--- src/pkg/fao_pkg.sv ---
// ==========================================================================
// Shared constants of the fault alarm output block
package fao_pkg;

  // ========================================================================
  // Sizes
  localparam int unsigned N_OUT      = 3;
  localparam int unsigned N_SRC      = 7;
  localparam int unsigned N_DLY      = 4;
  localparam int unsigned HW_FAULT_W = 8;
  localparam int unsigned N_PS       = 2;
  localparam int unsigned TIME_W     = 24;
  localparam int unsigned DSEC_W     = 19;
  localparam int unsigned SECCNT_W   = 25;

  // ========================================================================
  // Source bit positions inside an enable register
  localparam int unsigned SRC_HW        = 0;
  localparam int unsigned SRC_PS        = 1;
  localparam int unsigned SRC_LOCK_ERR  = 2;
  localparam int unsigned SRC_LOCK_WARN = 3;
  localparam int unsigned SRC_TIME_ERR  = 4;
  localparam int unsigned SRC_TIME_WARN = 5;
  localparam int unsigned SRC_ALARM_TM  = 6;

  // Delay slot numbers
  localparam int unsigned DLY_LOCK_ERR  = 0;
  localparam int unsigned DLY_LOCK_WARN = 1;
  localparam int unsigned DLY_TIME_ERR  = 2;
  localparam int unsigned DLY_TIME_WARN = 3;

  // ========================================================================
  // HH:MM:SS field positions, two BCD digits each
  localparam int unsigned HH_LSB = 16;
  localparam int unsigned MM_LSB = 8;
  localparam int unsigned SS_LSB = 0;

  // ========================================================================
  // Register byte offsets
  localparam logic [7:0] OFF_EN0       = 8'h00;
  localparam logic [7:0] OFF_EN1       = 8'h04;
  localparam logic [7:0] OFF_EN2       = 8'h08;
  localparam logic [7:0] OFF_DLY0      = 8'h0c;
  localparam logic [7:0] OFF_DLY1      = 8'h10;
  localparam logic [7:0] OFF_DLY2      = 8'h14;
  localparam logic [7:0] OFF_DLY3      = 8'h18;
  localparam logic [7:0] OFF_ALARM_TM  = 8'h1c;
  localparam logic [7:0] OFF_STATUS    = 8'h20;
  localparam logic [7:0] OFF_IRQ_STS   = 8'h24;
  localparam logic [7:0] OFF_IRQ_MASK  = 8'h28;

  // Reset values
  localparam logic [N_SRC-1:0]  RST_EN       = 7'h00;
  localparam logic [TIME_W-1:0] RST_DLY      = 24'h000010;
  localparam logic [TIME_W-1:0] RST_ALARM_TM = 24'h000000;
  localparam logic [N_OUT-1:0]  RST_MASK     = 3'h0;

  // ========================================================================
  // Timing
  localparam int unsigned CLK_HZ     = 25_000_000;
  localparam int unsigned ONE_SEC_S  = 1;
  localparam int unsigned SEC_CYCLES = ONE_SEC_S * CLK_HZ;

endpackage : fao_pkg

--- src/pkg/fao_dly_if.sv ---
// ==========================================================================
// Link between the alarm core and one delay qualifier
interface fao_dly_if;
  logic                        cond;
  logic                        sec_tick;
  logic [fao_pkg::TIME_W-1:0]  delay_hms;
  logic                        qual;

  modport ctrl (output cond, output sec_tick, output delay_hms, input qual);
  modport qual_side (input cond, input sec_tick, input delay_hms, output qual);
endinterface : fao_dly_if

--- src/rtl/fao_delay_qual.sv ---
// ==========================================================================
// Holds off one condition until it has persisted for its delay
module fao_delay_qual
(
  input  wire logic  pclk,
  input  wire logic  presetn,
  fao_dly_if.qual_side dly
);

  logic [fao_pkg::DSEC_W-1:0] limit_s;
  logic [fao_pkg::DSEC_W-1:0] cnt_q;
  logic                       qual_q;

  function automatic logic [fao_pkg::DSEC_W-1:0] bcd2(input logic [7:0] b);
    bcd2 = fao_pkg::DSEC_W'(b[7:4]) * fao_pkg::DSEC_W'(10) + fao_pkg::DSEC_W'(b[3:0]);
  endfunction : bcd2

  // Ticks arrive at an arbitrary phase, so one extra tick guarantees the full delay
  always_comb
  begin
    limit_s = bcd2(dly.delay_hms[fao_pkg::HH_LSB +: 8]) * fao_pkg::DSEC_W'(3600)
            + bcd2(dly.delay_hms[fao_pkg::MM_LSB +: 8]) * fao_pkg::DSEC_W'(60)
            + bcd2(dly.delay_hms[fao_pkg::SS_LSB +: 8]);
  end

  always_ff @(posedge pclk or negedge presetn)
  begin
    if (!presetn)
      cnt_q <= '0;
    else if (!dly.cond)
      cnt_q <= '0;
    else if (dly.sec_tick && cnt_q <= limit_s)
      cnt_q <= cnt_q + fao_pkg::DSEC_W'(1);
  end

  always_ff @(posedge pclk or negedge presetn)
  begin
    if (!presetn)
      qual_q <= 1'b0;
    else
      qual_q <= dly.cond && (limit_s == '0 || cnt_q > limit_s);
  end

  assign dly.qual = qual_q;

endmodule : fao_delay_qual

--- src/rtl/fao_top.sv ---
// ==========================================================================
// Overview of operation
// - Three alarm outputs, each with own enables
// - Hardware fault source: any diagnosed fault
// - Supply fault source: either supply module faulty
// - Lock error source: reference lock lost
// - Lock warning source: near end of tune range
// - Time error source: selected time input invalid
// - Time warning source: time input fails quality
// - Alarm time: one second pulse on match
// - Four separate delays for lock and time
// - Alarm only after condition persists full delay
// - Each delay resets to ten seconds
// - One delay setting shared by all outputs
// - Delays held as HH:MM:SS, one-second resolution
module fao_top
#(
  parameter int unsigned SEC_CYCLES = fao_pkg::SEC_CYCLES
)
(
  input  wire logic                              pclk,
  input  wire logic                              presetn,
  input  wire logic                              psel,
  input  wire logic                              penable,
  input  wire logic                              pwrite,
  input  wire logic [7:0]                        paddr,
  input  wire logic [31:0]                       pwdata,
  output logic      [31:0]                       prdata,
  output logic                                   pready,
  output logic                                   pslverr,
  input  wire logic [fao_pkg::HW_FAULT_W-1:0]    hw_fault,
  input  wire logic [fao_pkg::N_PS-1:0]          ps_fault,
  input  wire logic                              lock_lost,
  input  wire logic                              lock_near_loss,
  input  wire logic                              time_invalid,
  input  wire logic                              time_quality_fail,
  input  wire logic [fao_pkg::TIME_W-1:0]        program_time,
  output logic      [fao_pkg::N_OUT-1:0]         aux_alarm_port,
  output logic                                   irq
);

  localparam int unsigned N_PIN = fao_pkg::HW_FAULT_W + fao_pkg::N_PS + 4;

  // ========================================================================
  // Pin synchronisers
  logic [N_PIN-1:0] pin_meta_q;
  logic [N_PIN-1:0] pin_sync_q;

  always_ff @(posedge pclk or negedge presetn)
  begin
    if (!presetn)
    begin
      pin_meta_q <= '0;
      pin_sync_q <= '0;
    end
    else
    begin
      pin_meta_q <= {hw_fault, ps_fault, lock_lost, lock_near_loss, time_invalid, time_quality_fail};
      pin_sync_q <= pin_meta_q;
    end
  end

  logic hw_any;
  logic ps_any;
  logic [fao_pkg::N_DLY-1:0] raw_cond;

  always_comb
  begin
    hw_any   = |pin_sync_q[N_PIN-1 -: fao_pkg::HW_FAULT_W];
    ps_any   = |pin_sync_q[4 +: fao_pkg::N_PS];
    raw_cond = '0;
    raw_cond[fao_pkg::DLY_LOCK_ERR]  = pin_sync_q[3];
    raw_cond[fao_pkg::DLY_LOCK_WARN] = pin_sync_q[2];
    raw_cond[fao_pkg::DLY_TIME_ERR]  = pin_sync_q[1];
    raw_cond[fao_pkg::DLY_TIME_WARN] = pin_sync_q[0];
  end

  // ========================================================================
  // One-second time base
  logic [fao_pkg::SECCNT_W-1:0] sec_cnt_q;
  logic                         sec_tick_q;

  always_ff @(posedge pclk or negedge presetn)
  begin
    if (!presetn)
    begin
      sec_cnt_q  <= '0;
      sec_tick_q <= 1'b0;
    end
    else if (sec_cnt_q == fao_pkg::SECCNT_W'(SEC_CYCLES - 1))
    begin
      sec_cnt_q  <= '0;
      sec_tick_q <= 1'b1;
    end
    else
    begin
      sec_cnt_q  <= sec_cnt_q + fao_pkg::SECCNT_W'(1);
      sec_tick_q <= 1'b0;
    end
  end

  // ========================================================================
  // Register file
  logic [fao_pkg::N_SRC-1:0]  en_q [fao_pkg::N_OUT];
  logic [fao_pkg::TIME_W-1:0] dly_q [fao_pkg::N_DLY];
  logic [fao_pkg::TIME_W-1:0] alarm_tm_q;
  logic [fao_pkg::N_OUT-1:0]  irq_sts_q;
  logic [fao_pkg::N_OUT-1:0]  irq_mask_q;

  logic wr_fire;
  logic rd_fire;
  logic [fao_pkg::N_OUT-1:0] irq_clr;

  assign wr_fire = psel && penable && pready && pwrite;
  assign rd_fire = psel && penable && !pready;
  assign irq_clr = (wr_fire && paddr == fao_pkg::OFF_IRQ_STS) ? pwdata[fao_pkg::N_OUT-1:0] : '0;

  // Each output keeps its own enable word
  always_ff @(posedge pclk or negedge presetn)
  begin
    if (!presetn)
    begin
      for (int i = 0; i < fao_pkg::N_OUT; i++)
        en_q[i] <= fao_pkg::RST_EN;
    end
    else if (wr_fire)
    begin
      if (paddr == fao_pkg::OFF_EN0)
        en_q[0] <= pwdata[fao_pkg::N_SRC-1:0];
      else if (paddr == fao_pkg::OFF_EN1)
        en_q[1] <= pwdata[fao_pkg::N_SRC-1:0];
      else if (paddr == fao_pkg::OFF_EN2)
        en_q[2] <= pwdata[fao_pkg::N_SRC-1:0];
    end
  end

  // Delays are shared, so a single word serves all three outputs
  always_ff @(posedge pclk or negedge presetn)
  begin
    if (!presetn)
    begin
      for (int i = 0; i < fao_pkg::N_DLY; i++)
        dly_q[i] <= fao_pkg::RST_DLY;
    end
    else if (wr_fire)
    begin
      if (paddr == fao_pkg::OFF_DLY0)
        dly_q[0] <= pwdata[fao_pkg::TIME_W-1:0];
      else if (paddr == fao_pkg::OFF_DLY1)
        dly_q[1] <= pwdata[fao_pkg::TIME_W-1:0];
      else if (paddr == fao_pkg::OFF_DLY2)
        dly_q[2] <= pwdata[fao_pkg::TIME_W-1:0];
      else if (paddr == fao_pkg::OFF_DLY3)
        dly_q[3] <= pwdata[fao_pkg::TIME_W-1:0];
    end
  end

  always_ff @(posedge pclk or negedge presetn)
  begin
    if (!presetn)
    begin
      alarm_tm_q <= fao_pkg::RST_ALARM_TM;
      irq_mask_q <= fao_pkg::RST_MASK;
    end
    else if (wr_fire)
    begin
      if (paddr == fao_pkg::OFF_ALARM_TM)
        alarm_tm_q <= pwdata[fao_pkg::TIME_W-1:0];
      else if (paddr == fao_pkg::OFF_IRQ_MASK)
        irq_mask_q <= pwdata[fao_pkg::N_OUT-1:0];
    end
  end

  // ========================================================================
  // Delay qualifiers, one per delayed condition
  fao_dly_if dly_if [fao_pkg::N_DLY] ();
  logic [fao_pkg::N_DLY-1:0] qual_cond;

  for (genvar g = 0; g < fao_pkg::N_DLY; g++)
  begin : g_dly
    assign dly_if[g].cond      = raw_cond[g];
    assign dly_if[g].sec_tick  = sec_tick_q;
    assign dly_if[g].delay_hms = dly_q[g];
    assign qual_cond[g]        = dly_if[g].qual;

    fao_delay_qual u_qual
    (
      .pclk    (pclk),
      .presetn (presetn),
      .dly     (dly_if[g])
    );
  end

  // ========================================================================
  // Alarm time pulse
  logic                         tm_match_q;
  logic                         tm_pulse_q;
  logic [fao_pkg::SECCNT_W-1:0] tm_cnt_q;

  always_ff @(posedge pclk or negedge presetn)
  begin
    if (!presetn)
      tm_match_q <= 1'b0;
    else
      tm_match_q <= (program_time == alarm_tm_q);
  end

  // Starts on the first cycle of a match and lasts one second
  always_ff @(posedge pclk or negedge presetn)
  begin
    if (!presetn)
    begin
      tm_pulse_q <= 1'b0;
      tm_cnt_q   <= '0;
    end
    else if ((program_time == alarm_tm_q) && !tm_match_q)
    begin
      tm_pulse_q <= 1'b1;
      tm_cnt_q   <= fao_pkg::SECCNT_W'(SEC_CYCLES - 1);
    end
    else if (tm_cnt_q != '0)
      tm_cnt_q <= tm_cnt_q - fao_pkg::SECCNT_W'(1);
    else
      tm_pulse_q <= 1'b0;
  end

  // ========================================================================
  // Output mapping
  logic [fao_pkg::N_SRC-1:0] src_vec;
  logic [fao_pkg::N_OUT-1:0] alarm_d;
  logic [fao_pkg::N_OUT-1:0] alarm_q;

  always_comb
  begin
    src_vec = '0;
    src_vec[fao_pkg::SRC_HW]        = hw_any;
    src_vec[fao_pkg::SRC_PS]        = ps_any;
    src_vec[fao_pkg::SRC_LOCK_ERR]  = qual_cond[fao_pkg::DLY_LOCK_ERR];
    src_vec[fao_pkg::SRC_LOCK_WARN] = qual_cond[fao_pkg::DLY_LOCK_WARN];
    src_vec[fao_pkg::SRC_TIME_ERR]  = qual_cond[fao_pkg::DLY_TIME_ERR];
    src_vec[fao_pkg::SRC_TIME_WARN] = qual_cond[fao_pkg::DLY_TIME_WARN];
    src_vec[fao_pkg::SRC_ALARM_TM]  = tm_pulse_q;
    for (int i = 0; i < fao_pkg::N_OUT; i++)
      alarm_d[i] = |(src_vec & en_q[i]);
  end

  always_ff @(posedge pclk or negedge presetn)
  begin
    if (!presetn)
      alarm_q <= '0;
    else
      alarm_q <= alarm_d;
  end

  assign aux_alarm_port = alarm_q;

  // ========================================================================
  // Interrupts: an output rising sets its sticky bit, set wins over clear
  always_ff @(posedge pclk or negedge presetn)
  begin
    if (!presetn)
      irq_sts_q <= '0;
    else
      irq_sts_q <= (irq_sts_q & ~irq_clr) | (alarm_d & ~alarm_q);
  end

  logic irq_q;

  always_ff @(posedge pclk or negedge presetn)
  begin
    if (!presetn)
      irq_q <= 1'b0;
    else
      irq_q <= |(((irq_sts_q & ~irq_clr) | (alarm_d & ~alarm_q)) & irq_mask_q);
  end

  assign irq = irq_q;

  // ========================================================================
  // APB answer: one wait state, ready raised for one cycle
  logic [31:0] rdata_d;
  logic        err_d;
  logic [31:0] prdata_q;
  logic        pready_q;
  logic        pslverr_q;

  always_comb
  begin
    rdata_d = '0;
    err_d   = 1'b0;
    if (paddr == fao_pkg::OFF_EN0)
      rdata_d[fao_pkg::N_SRC-1:0] = en_q[0];
    else if (paddr == fao_pkg::OFF_EN1)
      rdata_d[fao_pkg::N_SRC-1:0] = en_q[1];
    else if (paddr == fao_pkg::OFF_EN2)
      rdata_d[fao_pkg::N_SRC-1:0] = en_q[2];
    else if (paddr == fao_pkg::OFF_DLY0)
      rdata_d[fao_pkg::TIME_W-1:0] = dly_q[0];
    else if (paddr == fao_pkg::OFF_DLY1)
      rdata_d[fao_pkg::TIME_W-1:0] = dly_q[1];
    else if (paddr == fao_pkg::OFF_DLY2)
      rdata_d[fao_pkg::TIME_W-1:0] = dly_q[2];
    else if (paddr == fao_pkg::OFF_DLY3)
      rdata_d[fao_pkg::TIME_W-1:0] = dly_q[3];
    else if (paddr == fao_pkg::OFF_ALARM_TM)
      rdata_d[fao_pkg::TIME_W-1:0] = alarm_tm_q;
    else if (paddr == fao_pkg::OFF_STATUS)
      rdata_d[18:0] = {alarm_q, raw_cond, qual_cond, 1'b0, src_vec};
    else if (paddr == fao_pkg::OFF_IRQ_STS)
      rdata_d[fao_pkg::N_OUT-1:0] = irq_sts_q;
    else if (paddr == fao_pkg::OFF_IRQ_MASK)
      rdata_d[fao_pkg::N_OUT-1:0] = irq_mask_q;
    else
      err_d = 1'b1;
  end

  always_ff @(posedge pclk or negedge presetn)
  begin
    if (!presetn)
    begin
      pready_q  <= 1'b0;
      pslverr_q <= 1'b0;
      prdata_q  <= '0;
    end
    else
    begin
      pready_q  <= rd_fire;
      pslverr_q <= rd_fire && err_d;
      prdata_q  <= (rd_fire && !pwrite) ? rdata_d : '0;
    end
  end

  assign prdata  = prdata_q;
  assign pready  = pready_q;
  assign pslverr = pslverr_q;

endmodule : fao_top

--- config.mk ---
export PLATFORM = sky130hd
export DESIGN_NAME = fao_top
export DESIGN_NICKNAME = d
export VERILOG_FILES = /design/src/pkg/fao_pkg.sv /design/src/pkg/fao_dly_if.sv /design/src/rtl/fao_delay_qual.sv /design/src/rtl/fao_top.sv
export SDC_FILE = /design/constraint.sdc
export NUM_CORES = 1
export LEC_CHECK = 0
export BUFFER_PORTS_ARGS = -buffer_cell sky130_fd_sc_hd__buf_2
export CORE_MARGIN = 5
export CORE_UTILIZATION = 45
export CTS_BUF_LIST = sky130_fd_sc_hd__clkbuf_16
export CTS_CLUSTER_SIZE = 10
export DETAILED_ROUTE_END_ITERATION = 8
export RECOVER_POWER = 25
export SLEW_MARGIN = 20
export SYNTH_ARGS = -nofsm -noshare
export SYNTH_HDL_FRONTEND = slang
export SYNTH_SLANG_ARGS = --single-unit
--- constraint.sdc ---
create_clock -name pclk -period 10.8 [get_ports pclk]
set_input_delay 1.62 -clock pclk [delete_from_list [all_inputs] [get_ports pclk]]
set_output_delay 1.62 -clock pclk [all_outputs]
set_load 0.05 [all_outputs]
# ---- Word level (Yosys, flattened, before mapping)
# Cells that the tools add are included.
dict set report word_totals {
  out_inout_bits 38
  reg_bits 338
  inputBits 83
}
dict set report op_classes {
  eq_ne 17
  n_reduce_logical 45
  magnitude_cmp 8
  n_mux 43
  bitwise_logic 15
  n_addsub 26
  mul 20
}
# op count
set op_table {}
lappend op_table {{2-to-1 mux 19 bit} 9}
lappend op_table {{adder 19 bit} 8}
lappend op_table {{2-to-1 mux 24 bit} 5}
lappend op_table {{adder 8 x 4 -> 9 bit} 12}
lappend op_table {{multiplier 4 x 3 -> 7 bit, second input constant} 12}
lappend op_table {{adder 19 x 1 -> 19 bit, second input constant} 4}
lappend op_table {{greater-than comparator 19 bit} 4}
lappend op_table {{<= comparator 19 bit} 4}
lappend op_table {{logical NOT 19 bit} 4}
lappend op_table {{multiplier 19 x 4 -> 17 bit, second input constant} 4}
lappend op_table {{multiplier 19 x 8 -> 15 bit, second input constant} 4}
lappend op_table {{2-to-1 mux 25 bit} 3}
lappend op_table {{2-to-1 mux 17 bit} 3}
lappend op_table {{== test 8 x 5 -> 1 bit, second input constant} 4}
lappend op_table {{adder 25 x 1 -> 25 bit, second input constant} 1}
lappend op_table {{== test 25 bit, second input constant} 1}
lappend op_table {{nonzero test 25 bit} 1}
lappend op_table {{subtractor 25 x 1 -> 25 bit, second input constant} 1}
lappend op_table {{== test 24 bit} 1}
lappend op_table {{== test 8 x 6 -> 1 bit, second input constant} 3}
lappend op_table {{bitwise AND 7 bit} 3}
lappend op_table {{2-to-1 mux 7 bit} 3}
lappend op_table {{OR reduction 7 bit} 3}
lappend op_table {{== test 8 x 4 -> 1 bit, second input constant} 2}
lappend op_table {{23 further kinds} 75}

# ---- Depth between registers and ports, before layout
# Gate-level depths: netlist of the first run.
dict set report logic_depth {
  word_depth 13
  ltp_mapped 36
}

# ---- By module
# Synthesis of the first run repeated with hierarchy kept, for this count alone.
dict set report hier_totals {
  cells_unflattened 3073
  hier_area_um2 30533.0
}
# mod area_each_um2 n_inst cells_per_inst
set modules_own_cells {}
lappend modules_own_cells {fao_top 11652.4 1 946}
lappend modules_own_cells {{fao_delay_qual at g_dly[3].u_qual} 4779.6 1 543}
lappend modules_own_cells {{fao_delay_qual at g_dly[1].u_qual} 4758.3 1 536}
lappend modules_own_cells {{fao_delay_qual at g_dly[2].u_qual} 4705.8 1 531}
lappend modules_own_cells {{fao_delay_qual at g_dly[0].u_qual} 4636.9 1 517}

# ---- Worst setup path before layout of the first run
# No wires, ideal clock.
dict set report synth_timing {
  path_kind {register -> register}
  from {reg dly_q (netlist bit dly_if[3].delay_hms[13])}
  to {reg g_dly[3].u_qual.cnt_q[13] (netlist name)}
  path_buffers 1
  setup_time_ns 0.080
  stages_incl_launch_ff 32
  t_arrival_ns 7.894
  period_less_slack_ns 7.974
  slack_ns 2.826
  path_cell_list {dfrtp_1 > ha_1 > ha_1 > fa_1 > and3_1 > xor2_1 > ha_1 > xnor2_1 > fa_1 > inv_1 > ha_1 > a21boi_0 > o21ai_0 > nor2b_1 > xnor2_1 > ha_1 > ha_1 > and3_1 > a221o_1 > o21a_1 > or4_1 > o311ai_0 > xnor2_1 > inv_1 > ha_1 > a21o_1 > a211o_1 > a211oi_1 > o2111ai_1 > clkbuf_1 > or3_1 > a21oi_1}
}
dict set report synth_via {
  elab_chain_cells 8
}
# element line
set synth_rtl {}
lappend synth_rtl {{start: declaration} fao_top.sv:105} ;# logic [fao_pkg::TIME_W-1:0] dly_q [fao_pkg::N_DLY];
lappend synth_rtl {{start signal: indexed assignment} fao_top.sv:143} ;# dly_q[i] <= fao_pkg::RST_DLY;
lappend synth_rtl {{multiplier 4 x 3 -> 7 bit} fao_delay_qual.sv:15} ;# bcd2 = fao_pkg::DSEC_W'(b[7:4]) * fao_pkg::DSEC_W'(10) + fao_pkg::DSEC_W'(b[3:0]);
lappend synth_rtl {{adder 8 x 4 -> 9 bit} fao_delay_qual.sv:15}
lappend synth_rtl {{multiplier 19 x 4 -> 17 bit} fao_delay_qual.sv:22} ;# + bcd2(dly.delay_hms[fao_pkg::MM_LSB +: 8]) * fao_pkg::DSEC_W'(60)
lappend synth_rtl {{adder 19 bit} fao_delay_qual.sv:22}
lappend synth_rtl {{adder 19 bit} fao_delay_qual.sv:23} ;# + bcd2(dly.delay_hms[fao_pkg::SS_LSB +: 8]);
lappend synth_rtl {{<= comparator 19 bit} fao_delay_qual.sv:32} ;# else if (dly.sec_tick && cnt_q <= limit_s)
lappend synth_rtl {{logical AND 1 bit} fao_delay_qual.sv:32}
lappend synth_rtl {{inequality test 2 x 1 -> 1 bit (no line)} --}
lappend synth_rtl {{end signal: assignment} fao_delay_qual.sv:33} ;# cnt_q <= cnt_q + fao_pkg::DSEC_W'(1);
lappend synth_rtl {{end: declaration} fao_delay_qual.sv:11} ;# logic [fao_pkg::DSEC_W-1:0] cnt_q;
# Every way passes these cells.
# A chain may end at the register's enable or synchronous reset.

# ---- Worst setup path after layout of the first run
dict set report layout_timing {
  from {reg dly_q (netlist bit dly_if[1].delay_hms[14])}
  to {reg g_dly[1].u_qual.cnt_q[18] (netlist name)}
}
dict set report layout_via {
  elab_chain_cells 8
}
# element line
set layout_rtl {}
lappend layout_rtl {{multiplier 4 x 3 -> 7 bit} fao_delay_qual.sv:15}
lappend layout_rtl {{adder 8 x 4 -> 9 bit} fao_delay_qual.sv:15}
lappend layout_rtl {{multiplier 19 x 4 -> 17 bit} fao_delay_qual.sv:22}
lappend layout_rtl {{adder 19 bit} fao_delay_qual.sv:22}
lappend layout_rtl {{adder 19 bit} fao_delay_qual.sv:23}
lappend layout_rtl {{<= comparator 19 bit} fao_delay_qual.sv:32}
lappend layout_rtl {{logical AND 1 bit} fao_delay_qual.sv:32}
lappend layout_rtl {{inequality test 2 x 1 -> 1 bit (no line)} --}
lappend layout_rtl {{end signal: assignment} fao_delay_qual.sv:33}
lappend layout_rtl {{end: declaration} fao_delay_qual.sv:11}
# Every way passes these cells.

==> reports/qor.txt, run 1 <==
Reg-to-Reg Start: dly_if[1].delay_hms[14]$_DFFE_PN0P_
final RePlAce weighted congestion: 0.923
die area: 73,400 µm²
Nets: 3,949
critical path class: register to register
Max Cap Violations: 5
TritonCTS clock tree: yes
number of cells traversed by the worst register-to-register path: 34
setup_tns: 0 ns
DR vias/cell: 5.71
Worst slew margin: -185%
slowest stage cell on the critical path: sky130_fd_sc_hd__nand4b_1
total of flip-flops plus latches after synthesis: 338
antenna violations before repair: 9
post-route fraction of the period consumed by the critical path: 83.4%
run status: finished, violations left
Tot GR Track Use: 20.9%
Switching Share: 25.7%
row count: 95
worst-case clock buffer depth: 3
Std-Cell Core Area: 67,300 µm²
final hold vios: 0
pin count of the biggest net entering global routing: 82
share of power burned in registers: 44.8%
warning count from the yosys run: 0
total I/O pin count: 121
Final Critical Period: 9.01 ns
hold buffers post-CTS: 0
synthesis-to-finish area growth: 9.01%
Min-Delay Path Class: register to register
dominant register cell in the synthesized netlist: sky130_fd_sc_hd__dfrtp_1
antenna-violating nets left: 0
Root Driver: sky130_fd_sc_hd__clkbuf_16
worst setup path start: dly_if[1].delay_hms[14]$_DFFE_PN0P_
end point of the critical path: g_dly[1].u_qual.cnt_q[18]$_DFFE_PN0P_
Worst IR Drop VDD: 138 µV
library cells used by synthesis: 80
endpoints failing setup: 0
sequential share of the synthesized area: 27.6%
drt pass-1 iters: 6
global-route wire length before repair: 126,000 µm
critical path's most frequent cell: sky130_fd_sc_hd__ha_1
ys async rst share: 100%
maximum clock frequency: 0.111 GHz
kind of end point of the critical path: register
Data arrival, critical path: 9.48 ns
Total Power: 2.90 mW
Die H: 271 µm
Slew Viols, Final: 241
die boundary width: 271 µm
clock insertion delay at the later pin of the skew report: 0.59 ns
Internal Dissipation: 2.15 mW
setup slack of the most critical reg-to-reg path: 1.79 ns
depth of the CTS H-tree: 2
via count of the first global-routing pass: 24,029
required time of the critical path: 11.28 ns
share of cells above drive strength 1: 10.5%
overall overflow remaining after global route: 0
clock tree skew after final layout: 0.0232 ns
post-CTS setup repair buffer count: 0
CTS clock-pin slew for the worst setup and hold paths: 0.05 ns
Post-synth EDFFs: 0
RSZ-0062 raised after global routing: no
routed length per placed instance: 18.7 µm
highest net fanout along the worst path: 14
min setup slack post-route: 1.79 ns
First DRT Iteration DRCs: 1,435
total vias in the final route: 23,862
Port Buf Inserts: 104
worst slack at placement: 1.87 ns
Post-Syn Area per Cell: 9.64 µm²
post-CTS resize count: 0
mapped cell area: 30,600 µm²
net load switching power: 0.744 mW
clock share of power: 47.1%
power share of the combinational group: 8.1%
post-detailed-routing wire length: 78,100 µm
TritonCTS buffer count: 43
power per standard cell area: 86.8 nW/µm²
destination of the worst register-to-register timing path: g_dly[1].u_qual.cnt_q[18]$_DFFE_PN0P_
violations in the final reports: max-capacitance violations, max-slew violations
post-route DRC violation count: 0
transition at the pin with the smallest max-transition slack: 4.28 ns
DP Wirelength: 62,400 µm
initial cell density of the core: 45.5%
number of clock sinks seen by CTS: 338
synthesized instance count: 3,176
kind of launch point of the worst setup path: register
leakage power figure: 17.6 nW
delay of the slowest cell on the worst path: 0.57 ns
==> worst max-delay path, delay by kind of cell, from the launching register on <==
kind / cells / cell delay (ns)
flops: 1 / 0.48
simple gates: 4 / 1.29
fa+ha+maj: 8 / 2.90
buf+inv: 4 / 0.34
xor+xnor: 3 / 0.68
compound gates: 15 / 3.18
==> per-stage QoR <==
stage	instances	util (%)	cell area, µm²	hold slack (ns)
finish	4181	49.6	33400	0.345
global route	4180	49.6	33400	0.350
floorplan	3183	-	30600	0.331
CTS	4177	49.6	33400	0.346
global placement	4108	47.7	32100	0.333
detailed placement	4108	47.7	32100	0.335
==> cells by family after synthesis <==
logic type | synth area share, %
and+or+nand+nor | 12.8
other | 0.0122
AOI/OAI and AO/OA | 13.6
buffers and inverters | 5.28
xor gates and xnor gates | 7.24
adders and majority gates | 27.1
DFF | 27.6
muxes | 6.31
==> final cells by class <==
| class | instances | area [µm²] |
|---|---|---|
| timing repair buffer | 117 | 612 |
| clock inverter | 26 | 224 |
| inverter | 352 | 1320 |
| antenna | 4 | 10.0 |
| multi-input combinational | 2428 | 20600 |
| fill | 6179 | 33900 |
| tap | 873 | 1090 |
| clock buffer | 43 | 1080 |
| sequential | 338 | 8460 |
==> flip-flops by register name, indices dropped and copies added, names as in the netlist <==
signal,count
irq,1
dly_if.sec_tick,1
en_q,21
tm_match_q,1
irq_sts_q,3
irq_mask_q,3
sec_cnt_q,25
pslverr,1
tm_cnt_q,25
prdata,24
pin_sync_q,14
g_dly.u_qual.dly.qual,4
g_dly.u_qual.cnt_q,76
pin_meta_q,14
tm_pulse_q,1
dly_if.delay_hms,96
alarm_tm_q,24
pready,1
aux_alarm_port,3
==> cells in the mapped netlist, types with 19 or more instances <==
master | instances | area [µm²]
sky130_fd_sc_hd__a211oi_1 | 20 | 150
sky130_fd_sc_hd__a21o_1 | 84 | 631
sky130_fd_sc_hd__a21oi_1 | 187 | 936
sky130_fd_sc_hd__a22oi_1 | 19 | 143
sky130_fd_sc_hd__and2_1 | 23 | 144
sky130_fd_sc_hd__and3_1 | 33 | 206
sky130_fd_sc_hd__clkbuf_1 | 47 | 176
sky130_fd_sc_hd__dfrtp_1 | 334 | 8360
sky130_fd_sc_hd__fa_1 | 128 | 2560
sky130_fd_sc_hd__ha_1 | 458 | 5730
sky130_fd_sc_hd__inv_1 | 350 | 1310
sky130_fd_sc_hd__mux2_2 | 144 | 1620
sky130_fd_sc_hd__mux2i_1 | 31 | 310
sky130_fd_sc_hd__nand2_1 | 182 | 683
sky130_fd_sc_hd__nand2b_1 | 31 | 194
sky130_fd_sc_hd__nand3_1 | 75 | 375
sky130_fd_sc_hd__nand4_1 | 48 | 300
sky130_fd_sc_hd__nor2_1 | 141 | 529
sky130_fd_sc_hd__nor2b_1 | 34 | 213
sky130_fd_sc_hd__nor3_1 | 60 | 300
sky130_fd_sc_hd__nor4_1 | 23 | 144
sky130_fd_sc_hd__o21a_1 | 24 | 180
sky130_fd_sc_hd__o21ai_0 | 127 | 636
sky130_fd_sc_hd__or3_1 | 39 | 244
sky130_fd_sc_hd__xnor2_1 | 149 | 1310
sky130_fd_sc_hd__xor2_1 | 104 | 911
==> routing by layer <==
metal	routed length [µm]	up-vias	GRT usage, %	part of all wire, %
li1	-	11462	-	-
met1	35700	11719	28.7	46
met2	35300	573	33.6	45
met3	5410	106	4.74	6.9
met4	1670	2	5.46	2.1
met5	13	-	0	0.017
==> power by group through the flow <==
stage	registers (mW)	clock network [mW]	logic (mW)
after floorplan	1.31	0	0.143
after global placement	1.32	0	0.229
after detailed placement	1.32	0	0.235
after CTS	1.30	1.40	0.237
after global routing	1.30	1.44	0.265
final	1.30	1.36	0.235
==> placed cells by master, fill, tap and decap left out, types with 34 or more instances in the layout <==
cell / count
sky130_fd_sc_hd__buf_2: 102
sky130_fd_sc_hd__nor2_1: 141
sky130_fd_sc_hd__nand4_1: 48
sky130_fd_sc_hd__nor2b_1: 34
sky130_fd_sc_hd__xor2_1: 104
sky130_fd_sc_hd__inv_1: 362
sky130_fd_sc_hd__nand3_1: 75
sky130_fd_sc_hd__fa_1: 128
sky130_fd_sc_hd__mux2_2: 144
sky130_fd_sc_hd__dfrtp_1: 334
sky130_fd_sc_hd__ha_1: 458
sky130_fd_sc_hd__a21oi_1: 187
sky130_fd_sc_hd__o21ai_0: 127
sky130_fd_sc_hd__a21o_1: 84
sky130_fd_sc_hd__clkbuf_16: 43
sky130_fd_sc_hd__nand2_1: 180
sky130_fd_sc_hd__or3_1: 39
sky130_fd_sc_hd__nor3_1: 58
sky130_fd_sc_hd__xnor2_1: 149
==> worst min-delay path by stage <==
stage / start / end / slack [ns] / cells past startpoint
2_1_floorplan: pin_meta_q[0]$_DFF_PN0_ / pin_sync_q[0]$_DFF_PN0_ / 0.33 / 0
3_3_place_gp: pin_meta_q[3]$_DFF_PN0_ / pin_sync_q[3]$_DFF_PN0_ / 0.33 / 0
3_5_place_dp: pin_meta_q[12]$_DFF_PN0_ / pin_sync_q[12]$_DFF_PN0_ / 0.33 / 0
4_1_cts: pin_meta_q[10]$_DFF_PN0_ / pin_sync_q[10]$_DFF_PN0_ / 0.35 / 0
5_1_grt: pin_meta_q[0]$_DFF_PN0_ / pin_sync_q[0]$_DFF_PN0_ / 0.35 / 0
6_report: pin_meta_q[0]$_DFF_PN0_ / pin_sync_q[0]$_DFF_PN0_ / 0.35 / 0
No activity file was read; power rests on OpenSTA's default activity.
==> run 2, diff against run 1 <==
Settings changed: ABC_AREA set to 1.
Clock period 10.8 ns to 8.8 ns, I/O delays scaled along.
==> run 2 against run 1 <==
  * The run still ends with max-capacitance violations, max-slew violations left
  * Utilization fell by 0.66 points
  * First-iteration DRC count up 35%
  * Critical path type unchanged
  * Sequential power rose by 23%
  * Wire length up 14%
  * Setup slack got worse by 0.95 ns
  * Fmax increased by 13%
  * Non-clock buffer count fell by 5
  * Via count grew 20%
  * Critical path depth rose by 5
  * Die area up 10%
==> reports/qor.txt, run 2 <==
CTS clock-pin slew for the worst setup and hold paths: 0.05 ns
post-CTS setup repair buffer count: 0
Port Buf Inserts: 104
setup_tns: 0 ns
required time of the critical path: 9.27 ns
mapped cell area: 33,800 µm²
Root Driver: sky130_fd_sc_hd__clkbuf_16
drt pass-1 iters: 6
TritonCTS buffer count: 45
Max Cap Violations: 1
post-detailed-routing wire length: 89,200 µm
via count of the first global-routing pass: 27,419
DP Wirelength: 71,800 µm
row count: 100
maximum clock frequency: 0.126 GHz
slowest stage cell on the critical path: sky130_fd_sc_hd__fa_1
Post-Syn Area per Cell: 7.54 µm²
total of flip-flops plus latches after synthesis: 338
Post-synth EDFFs: 0
hold buffers post-CTS: 0
max reg flops: 96
TritonCTS clock tree: yes
Layout Cell Area excl Fill: 36,500 µm²
overall overflow remaining after global route: 0
DR vias/cell: 5.12
Worst IR Drop VDD: 115 µV
antenna-violating nets left: 0
endpoints failing setup: 0
Nets: 5,245
initial cell density of the core: 45.4%
post-synthesis cell type with the largest combined area: sky130_fd_sc_hd__dfrtp_1
Die H: 284 µm
critical path class: register to register
die boundary width: 284 µm
total vias in the final route: 28,563
worst-case clock buffer depth: 3
violations in the final reports: max-capacitance violations, max-slew violations
die area: 80,800 µm²
fillcell total: 7,513
dominant register cell in the synthesized netlist: sky130_fd_sc_hd__dfrtp_1
leading post-synthesis cells by cell area: sky130_fd_sc_hd__dfrtp_1 (25%), sky130_fd_sc_hd__ha_1 (17%), sky130_fd_sc_hd__nand2_1 (11%)
post-placement cell area: 35,200 µm²
final RePlAce weighted congestion: 0.899
library cell with the highest instance count after synthesis: sky130_fd_sc_hd__nand2_1
library cells used by synthesis: 67
share of cells above drive strength 1: 6.01%
total I/O pin count: 121
run status: finished, violations left
sequential share of the synthesized area: 25.0%
post-route DRC violation count: 0
number of clock sinks seen by CTS: 338
pin count of the biggest net entering global routing: 118
power per standard cell area: 98.4 nW/µm²
clock insertion delay at the later pin of the skew report: 0.59 ns
routed length per placed instance: 16.0 µm
antenna violations before repair: 2
kind of launch point of the worst setup path: register
global-route wire length before repair: 145,000 µm
Data arrival, critical path: 8.42 ns
warning count from the yosys run: 0
most frequent cells in the layout: sky130_fd_sc_hd__nand2_1 (999), sky130_fd_sc_hd__inv_1 (818), sky130_fd_sc_hd__ha_1 (458), sky130_fd_sc_hd__dfrtp_1 (334), sky130_fd_sc_hd__nor2_1 (299)
ranking of synthesized cells by instance count: sky130_fd_sc_hd__nand2_1 (999), sky130_fd_sc_hd__inv_1 (800), sky130_fd_sc_hd__ha_1 (458)
post-route fraction of the period consumed by the critical path: 90.4%
Tot GR Track Use: 21.9%
Std-Cell Core Area: 74,600 µm²
Min-Delay Path Class: register to register
ys async rst share: 100%
highest net fanout along the worst path: 22
Worst slew margin: -339%
leakage power figure: 20.6 nW
First DRT Iteration DRCs: 1,941
RSZ-0062 raised after global routing: no
depth of the CTS H-tree: 2
transition at the pin with the smallest max-transition slack: 6.58 ns
leading cell type in the layout, fill and taps excluded: sky130_fd_sc_hd__nand2_1
kind of end point of the critical path: register
clock tree skew after final layout: 0.0187 ns
synthesized instance count: 4,485
fraction of post-synthesis cell area in the top cell type by area: 24.7%
synthesis-to-finish area growth: 7.88%
Final Critical Period: 7.96 ns
setup slack of the most critical reg-to-reg path: 0.84 ns
delay of the slowest cell on the worst path: 0.51 ns
Slew Viols, Final: 118
final hold vios: 0
[run 2: logic make-up (layout without fill, tap and decap cells)]
family	Yosys count	count (layout)	share of synthesized area (%)
AND/OR/NAND/NOR	1844	1844	24.2
buffers and inverters	896	1013	10.6
adder cells (fa/ha/maj)	586	586	24.5
AO/OA/AOI/OAI	574	574	9.21
flip-flops	338	338	25.0
XOR/XNOR	246	246	6.46
other	1	9	0.0111
[run 2: final timing paths]
check | to | depth (start not counted) | from
worst max-delay path | g_dly[2].u_qual.cnt_q[1]$_DFFE_PN0P_ | 39 | dly_if[2].delay_hms[13]$_DFFE_PN0P_
min in group asynchronous | g_dly[0].u_qual.cnt_q[10]$_DFFE_PN0P_ | 1 | presetn
worst max register to register | g_dly[2].u_qual.cnt_q[1]$_DFFE_PN0P_ | 39 | dly_if[2].delay_hms[13]$_DFFE_PN0P_
worst min-delay path | pin_sync_q[3]$_DFF_PN0_ | 0 | pin_meta_q[3]$_DFF_PN0_
worst min register to register | pin_sync_q[3]$_DFF_PN0_ | 0 | pin_meta_q[3]$_DFF_PN0_
max in group asynchronous | dly_if[0].delay_hms[13]$_DFFE_PN0P_ | 1 | presetn
[run 2: report_power, final]
| part | total [mW] | internal [mW] | switching (mW) |
|---|---|---|---|
| Combinational | 0.283 | 0.0856 | 0.197 |
| Clock | 1.71 | 0.957 | 0.753 |
| Sequential | 1.60 | 1.57 | 0.0261 |
| Total | 3.59 | 2.61 | 0.977 |
[run 2: cell type report]
cell class	count	area, µm²	share of cell area (%)
repair buffers	112	591	1.62
clock buffers	45	1130	3.08
well taps	969	1210	3.32
inverters	821	3090	8.48
flip-flops and latches	338	8460	23.2
clock inverters	35	221	0.607
multi-input cells	3258	21800	59.7
diodes	1	2.50	0.00685
[run 2: through the flow]
step	setup WS [ns]	hold slack [ns]	std cells	utilization [%]	power (mW)
CTS	0.705	0.348	5578	49.0	3.65
global placement	0.847	0.333	5498	47.2	1.91
finish	0.844	0.347	5579	49.0	3.59
global route	0.0317	0.358	5578	49.0	3.74
floorplan	1.82	0.331	4492	-	1.79
detailed placement	0.741	0.336	5498	47.2	1.91
[run 2: repair_timing]
| item | 4_1_cts | 5_1_grt |
|---|---|---|
| setup endpoints to repair | 0 | 12 |
| gates resized for setup | 0 | 2 |
| endpoints found under the hold margin | 0 | 0 |
[run 2: layer usage]
layer / part of all wire, % / track usage (%) / vias up
li1: - / - / 14600
met2: 43 / 34.3 / 647
met3: 6.3 / 4.10 / 143
met4: 3.3 / 6.64 / 0
met5: 0 / 0 / -
met1: 47 / 31.0 / 13173
[run 2: critical path: cells and delay by family, from the launching register on]
kind,cells,cell delay [ns]
fa+ha+maj,9,3.17
buf+inv,4,0.24
simple gates,20,3.03
flops,1,0.44
xor+xnor,2,0.48
compound gates,4,0.45
==> run 3, diff against run 2 <==
Settings changed: SYNTH_HIERARCHICAL set to 1.
==> run 3 against run 2 <==
  * The flow still finishes with violations (max-capacitance violations, max-slew violations)
  * Die area is 1.3% lower
  * Cell count is 3.7% lower
  * Sequential share of layout area is 0.34 points higher
  * Utilization is 0.20 points higher
  * Non-clock buffer count is 7 higher
  * Largest cell class unchanged
  * Critical path type unchanged
  * First-iteration DRC count is 5.1% lower
==> reports/qor.txt, run 3 <==
post-synthesis cell type with the largest combined area: sky130_fd_sc_hd__dfrtp_1
Nets: 5,037
DP Wirelength: 69,000 µm
Data arrival, critical path: 8.56 ns
overall overflow remaining after global route: 0
depth of the CTS H-tree: 2
violations in the final reports: max-capacitance violations, max-slew violations
Port Buf Inserts: 104
maximum clock frequency: 0.124 GHz
Max Cap Violations: 1
share of cells above drive strength 1: 7.03%
number of buffer and inverter instances along the worst setup path: 3
row count: 99
worst slack at placement: 0.703 ns
endpoints failing setup: 0
library cells used by synthesis: 71
final instance count without filler cells: 5,371
Final Critical Period: 8.08 ns
clock tree skew after final layout: 0.0380 ns
TritonCTS buffer count: 45
highest net fanout along the worst path: 19
Min-Delay Path Class: register to register
fillcell total: 7,237
ys async rst share: 100%
global-route wire length before repair: 140,000 µm
clock insertion delay at the later pin of the skew report: 0.61 ns
final RePlAce weighted congestion: 0.906
post-CTS resize count: 0
die boundary width: 282 µm
total of flip-flops plus latches after synthesis: 338
synthesized instance count: 4,297
final hold vios: 0
most frequent cells in the layout: sky130_fd_sc_hd__nand2_1 (952), sky130_fd_sc_hd__inv_1 (733), sky130_fd_sc_hd__ha_1 (438), sky130_fd_sc_hd__dfrtp_1 (333), sky130_fd_sc_hd__nor2_1 (277)
delay of the slowest cell on the worst path: 0.68 ns
DR vias/cell: 5.13
TritonCTS clock tree: yes
Antenna Diode Count: 0
routed length per placed instance: 16.1 µm
ranking of synthesized cells by instance count: sky130_fd_sc_hd__nand2_1 (952), sky130_fd_sc_hd__inv_1 (714), sky130_fd_sc_hd__ha_1 (438)
total vias in the final route: 27,577
kind of launch point of the worst setup path: register
warning count from the yosys run: 6
Post-Syn Area per Cell: 7.77 µm²
setup slack of the most critical reg-to-reg path: 0.72 ns
dominant register cell in the synthesized netlist: sky130_fd_sc_hd__dfrtp_1
fraction of post-synthesis cell area in the top cell type by area: 25.0%
sequential share of the synthesized area: 25.4%
library cell with the highest instance count after synthesis: sky130_fd_sc_hd__nand2_1
via count of the first global-routing pass: 26,381
gate family responsible for the most delay along the worst path: adder cells
CTS clock-pin slew for the worst setup and hold paths: 0.06 ns
post-CTS setup repair buffer count: 0
Std-Cell Core Area: 73,200 µm²
kind of end point of the critical path: register
run status: finished, violations left
synthesis-to-finish area growth: 7.83%
post-route DRC violation count: 0
hold buffers post-CTS: 0
First DRT Iteration DRCs: 1,842
worst-case clock buffer depth: 3
transition at the pin with the smallest max-transition slack: 4.36 ns
max reg flops: 96
mapped cell area: 33,400 µm²
power per standard cell area: 100 nW/µm²
post-detailed-routing wire length: 86,400 µm
die area: 79,700 µm²
pin count of the biggest net entering global routing: 148
Worst slew margin: -191%
min setup slack post-route: 0.723 ns
slowest stage cell on the critical path: sky130_fd_sc_hd__o31ai_4
initial cell density of the core: 45.6%
RSZ-0062 raised after global routing: no
leading post-synthesis cells by cell area: sky130_fd_sc_hd__dfrtp_1 (25%), sky130_fd_sc_hd__ha_1 (16%), sky130_fd_sc_hd__nand2_1 (11%)
Post-synth EDFFs: 0
Root Driver: sky130_fd_sc_hd__clkbuf_16
setup_tns: 0 ns
drt pass-1 iters: 5
leakage power figure: 20.8 nW
fraction of the core area covered by cells at the end of the flow: 49.2%
Die H: 282 µm
total I/O pin count: 121
leading cell type in the layout, fill and taps excluded: sky130_fd_sc_hd__nand2_1
Worst IR Drop VDD: 143 µV
Hold Slack: 0.341 ns
antenna-violating nets left: 0
required time of the critical path: 9.28 ns
number of clock sinks seen by CTS: 338
number of placed instances, taps included: 5,291
post-route fraction of the period consumed by the critical path: 91.8%
Tot GR Track Use: 21.7%
Slew Viols, Final: 72
critical path class: register to register
antenna violations before repair: 2
run 3: area by class of cell:
cell class,instances,area (µm²),share of cell area [%]
clock buffers,45,1130,3.13
clock inverters,34,226,0.629
inverters,727,2740,7.62
multi-input cells,3149,21600,60.0
flip-flops and latches,338,8460,23.5
well taps,959,1200,3.33
repair buffers,119,642,1.78
run 3: per-layer routing:
metal | wire, µm | global-route usage [%]
met2 | 39200 | 35.4
met3 | 4500 | 3.19
met4 | 1950 | 4.97
met1 | 40700 | 30.7
met5 | 0 | 0
run 3: worst register-to-register path, delay by kind of cell (launching register included):
family	cells	cell delay, ns
adder cells (fa/ha/maj)	9	3.28
AND/OR/NAND/NOR	16	2.00
AO/OA/AOI/OAI	4	1.16
XOR/XNOR	3	0.93
flip-flops	1	0.44
buffers and inverters	3	0.14
run 3: metrics by stage:
step                power, mW  instance area, µm²
floorplan                1.81               33400
global placement         1.93               34700
detailed placement       1.94               34700
CTS                      3.66               36000
global route             3.76               36000
finish                   3.62               36000
run 3: power breakdown:
group | total [mW] | internal [mW] | switching (mW)
clock | 1.70 | 0.960 | 0.745
sequential | 1.59 | 1.57 | 0.0196
combinational | 0.321 | 0.0925 | 0.228
run 3: cell families (layout without fill, tap and decap cells):
group	after synthesis	count (layout)	share of synthesized area [%]
AOI/OAI and AO/OA	507	508	8.88
xor gates and xnor gates	242	242	6.44
adders and majority gates	574	574	24.6
buffers and inverters	818	925	9.91
and+or+nand+nor	1814	1814	24.7
DFF	338	338	25.4
muxes	3	3	0.0900
other	1	8	0.0112
run 3: worst paths after layout:
path                                                     startpoint                                    end  cells after the start
max in group asynchronous                                   presetn           dly_if[0].sec_tick$_DFF_PN0_                      2
worst max-delay path            dly_if[0].delay_hms[13]$_DFFE_PN0P_  g_dly[0].u_qual/cnt_q[18]$_DFFE_PN0P_                     35
worst min register to register              pin_meta_q[8]$_DFF_PN0_                pin_sync_q[8]$_DFF_PN0_                      0
min in group asynchronous                                   presetn                    prdata[8]$_DFF_PN0_                      1
worst min-delay path                        pin_meta_q[8]$_DFF_PN0_                pin_sync_q[8]$_DFF_PN0_                      0
worst max register to register  dly_if[0].delay_hms[13]$_DFFE_PN0P_  g_dly[0].u_qual/cnt_q[18]$_DFFE_PN0P_                     35
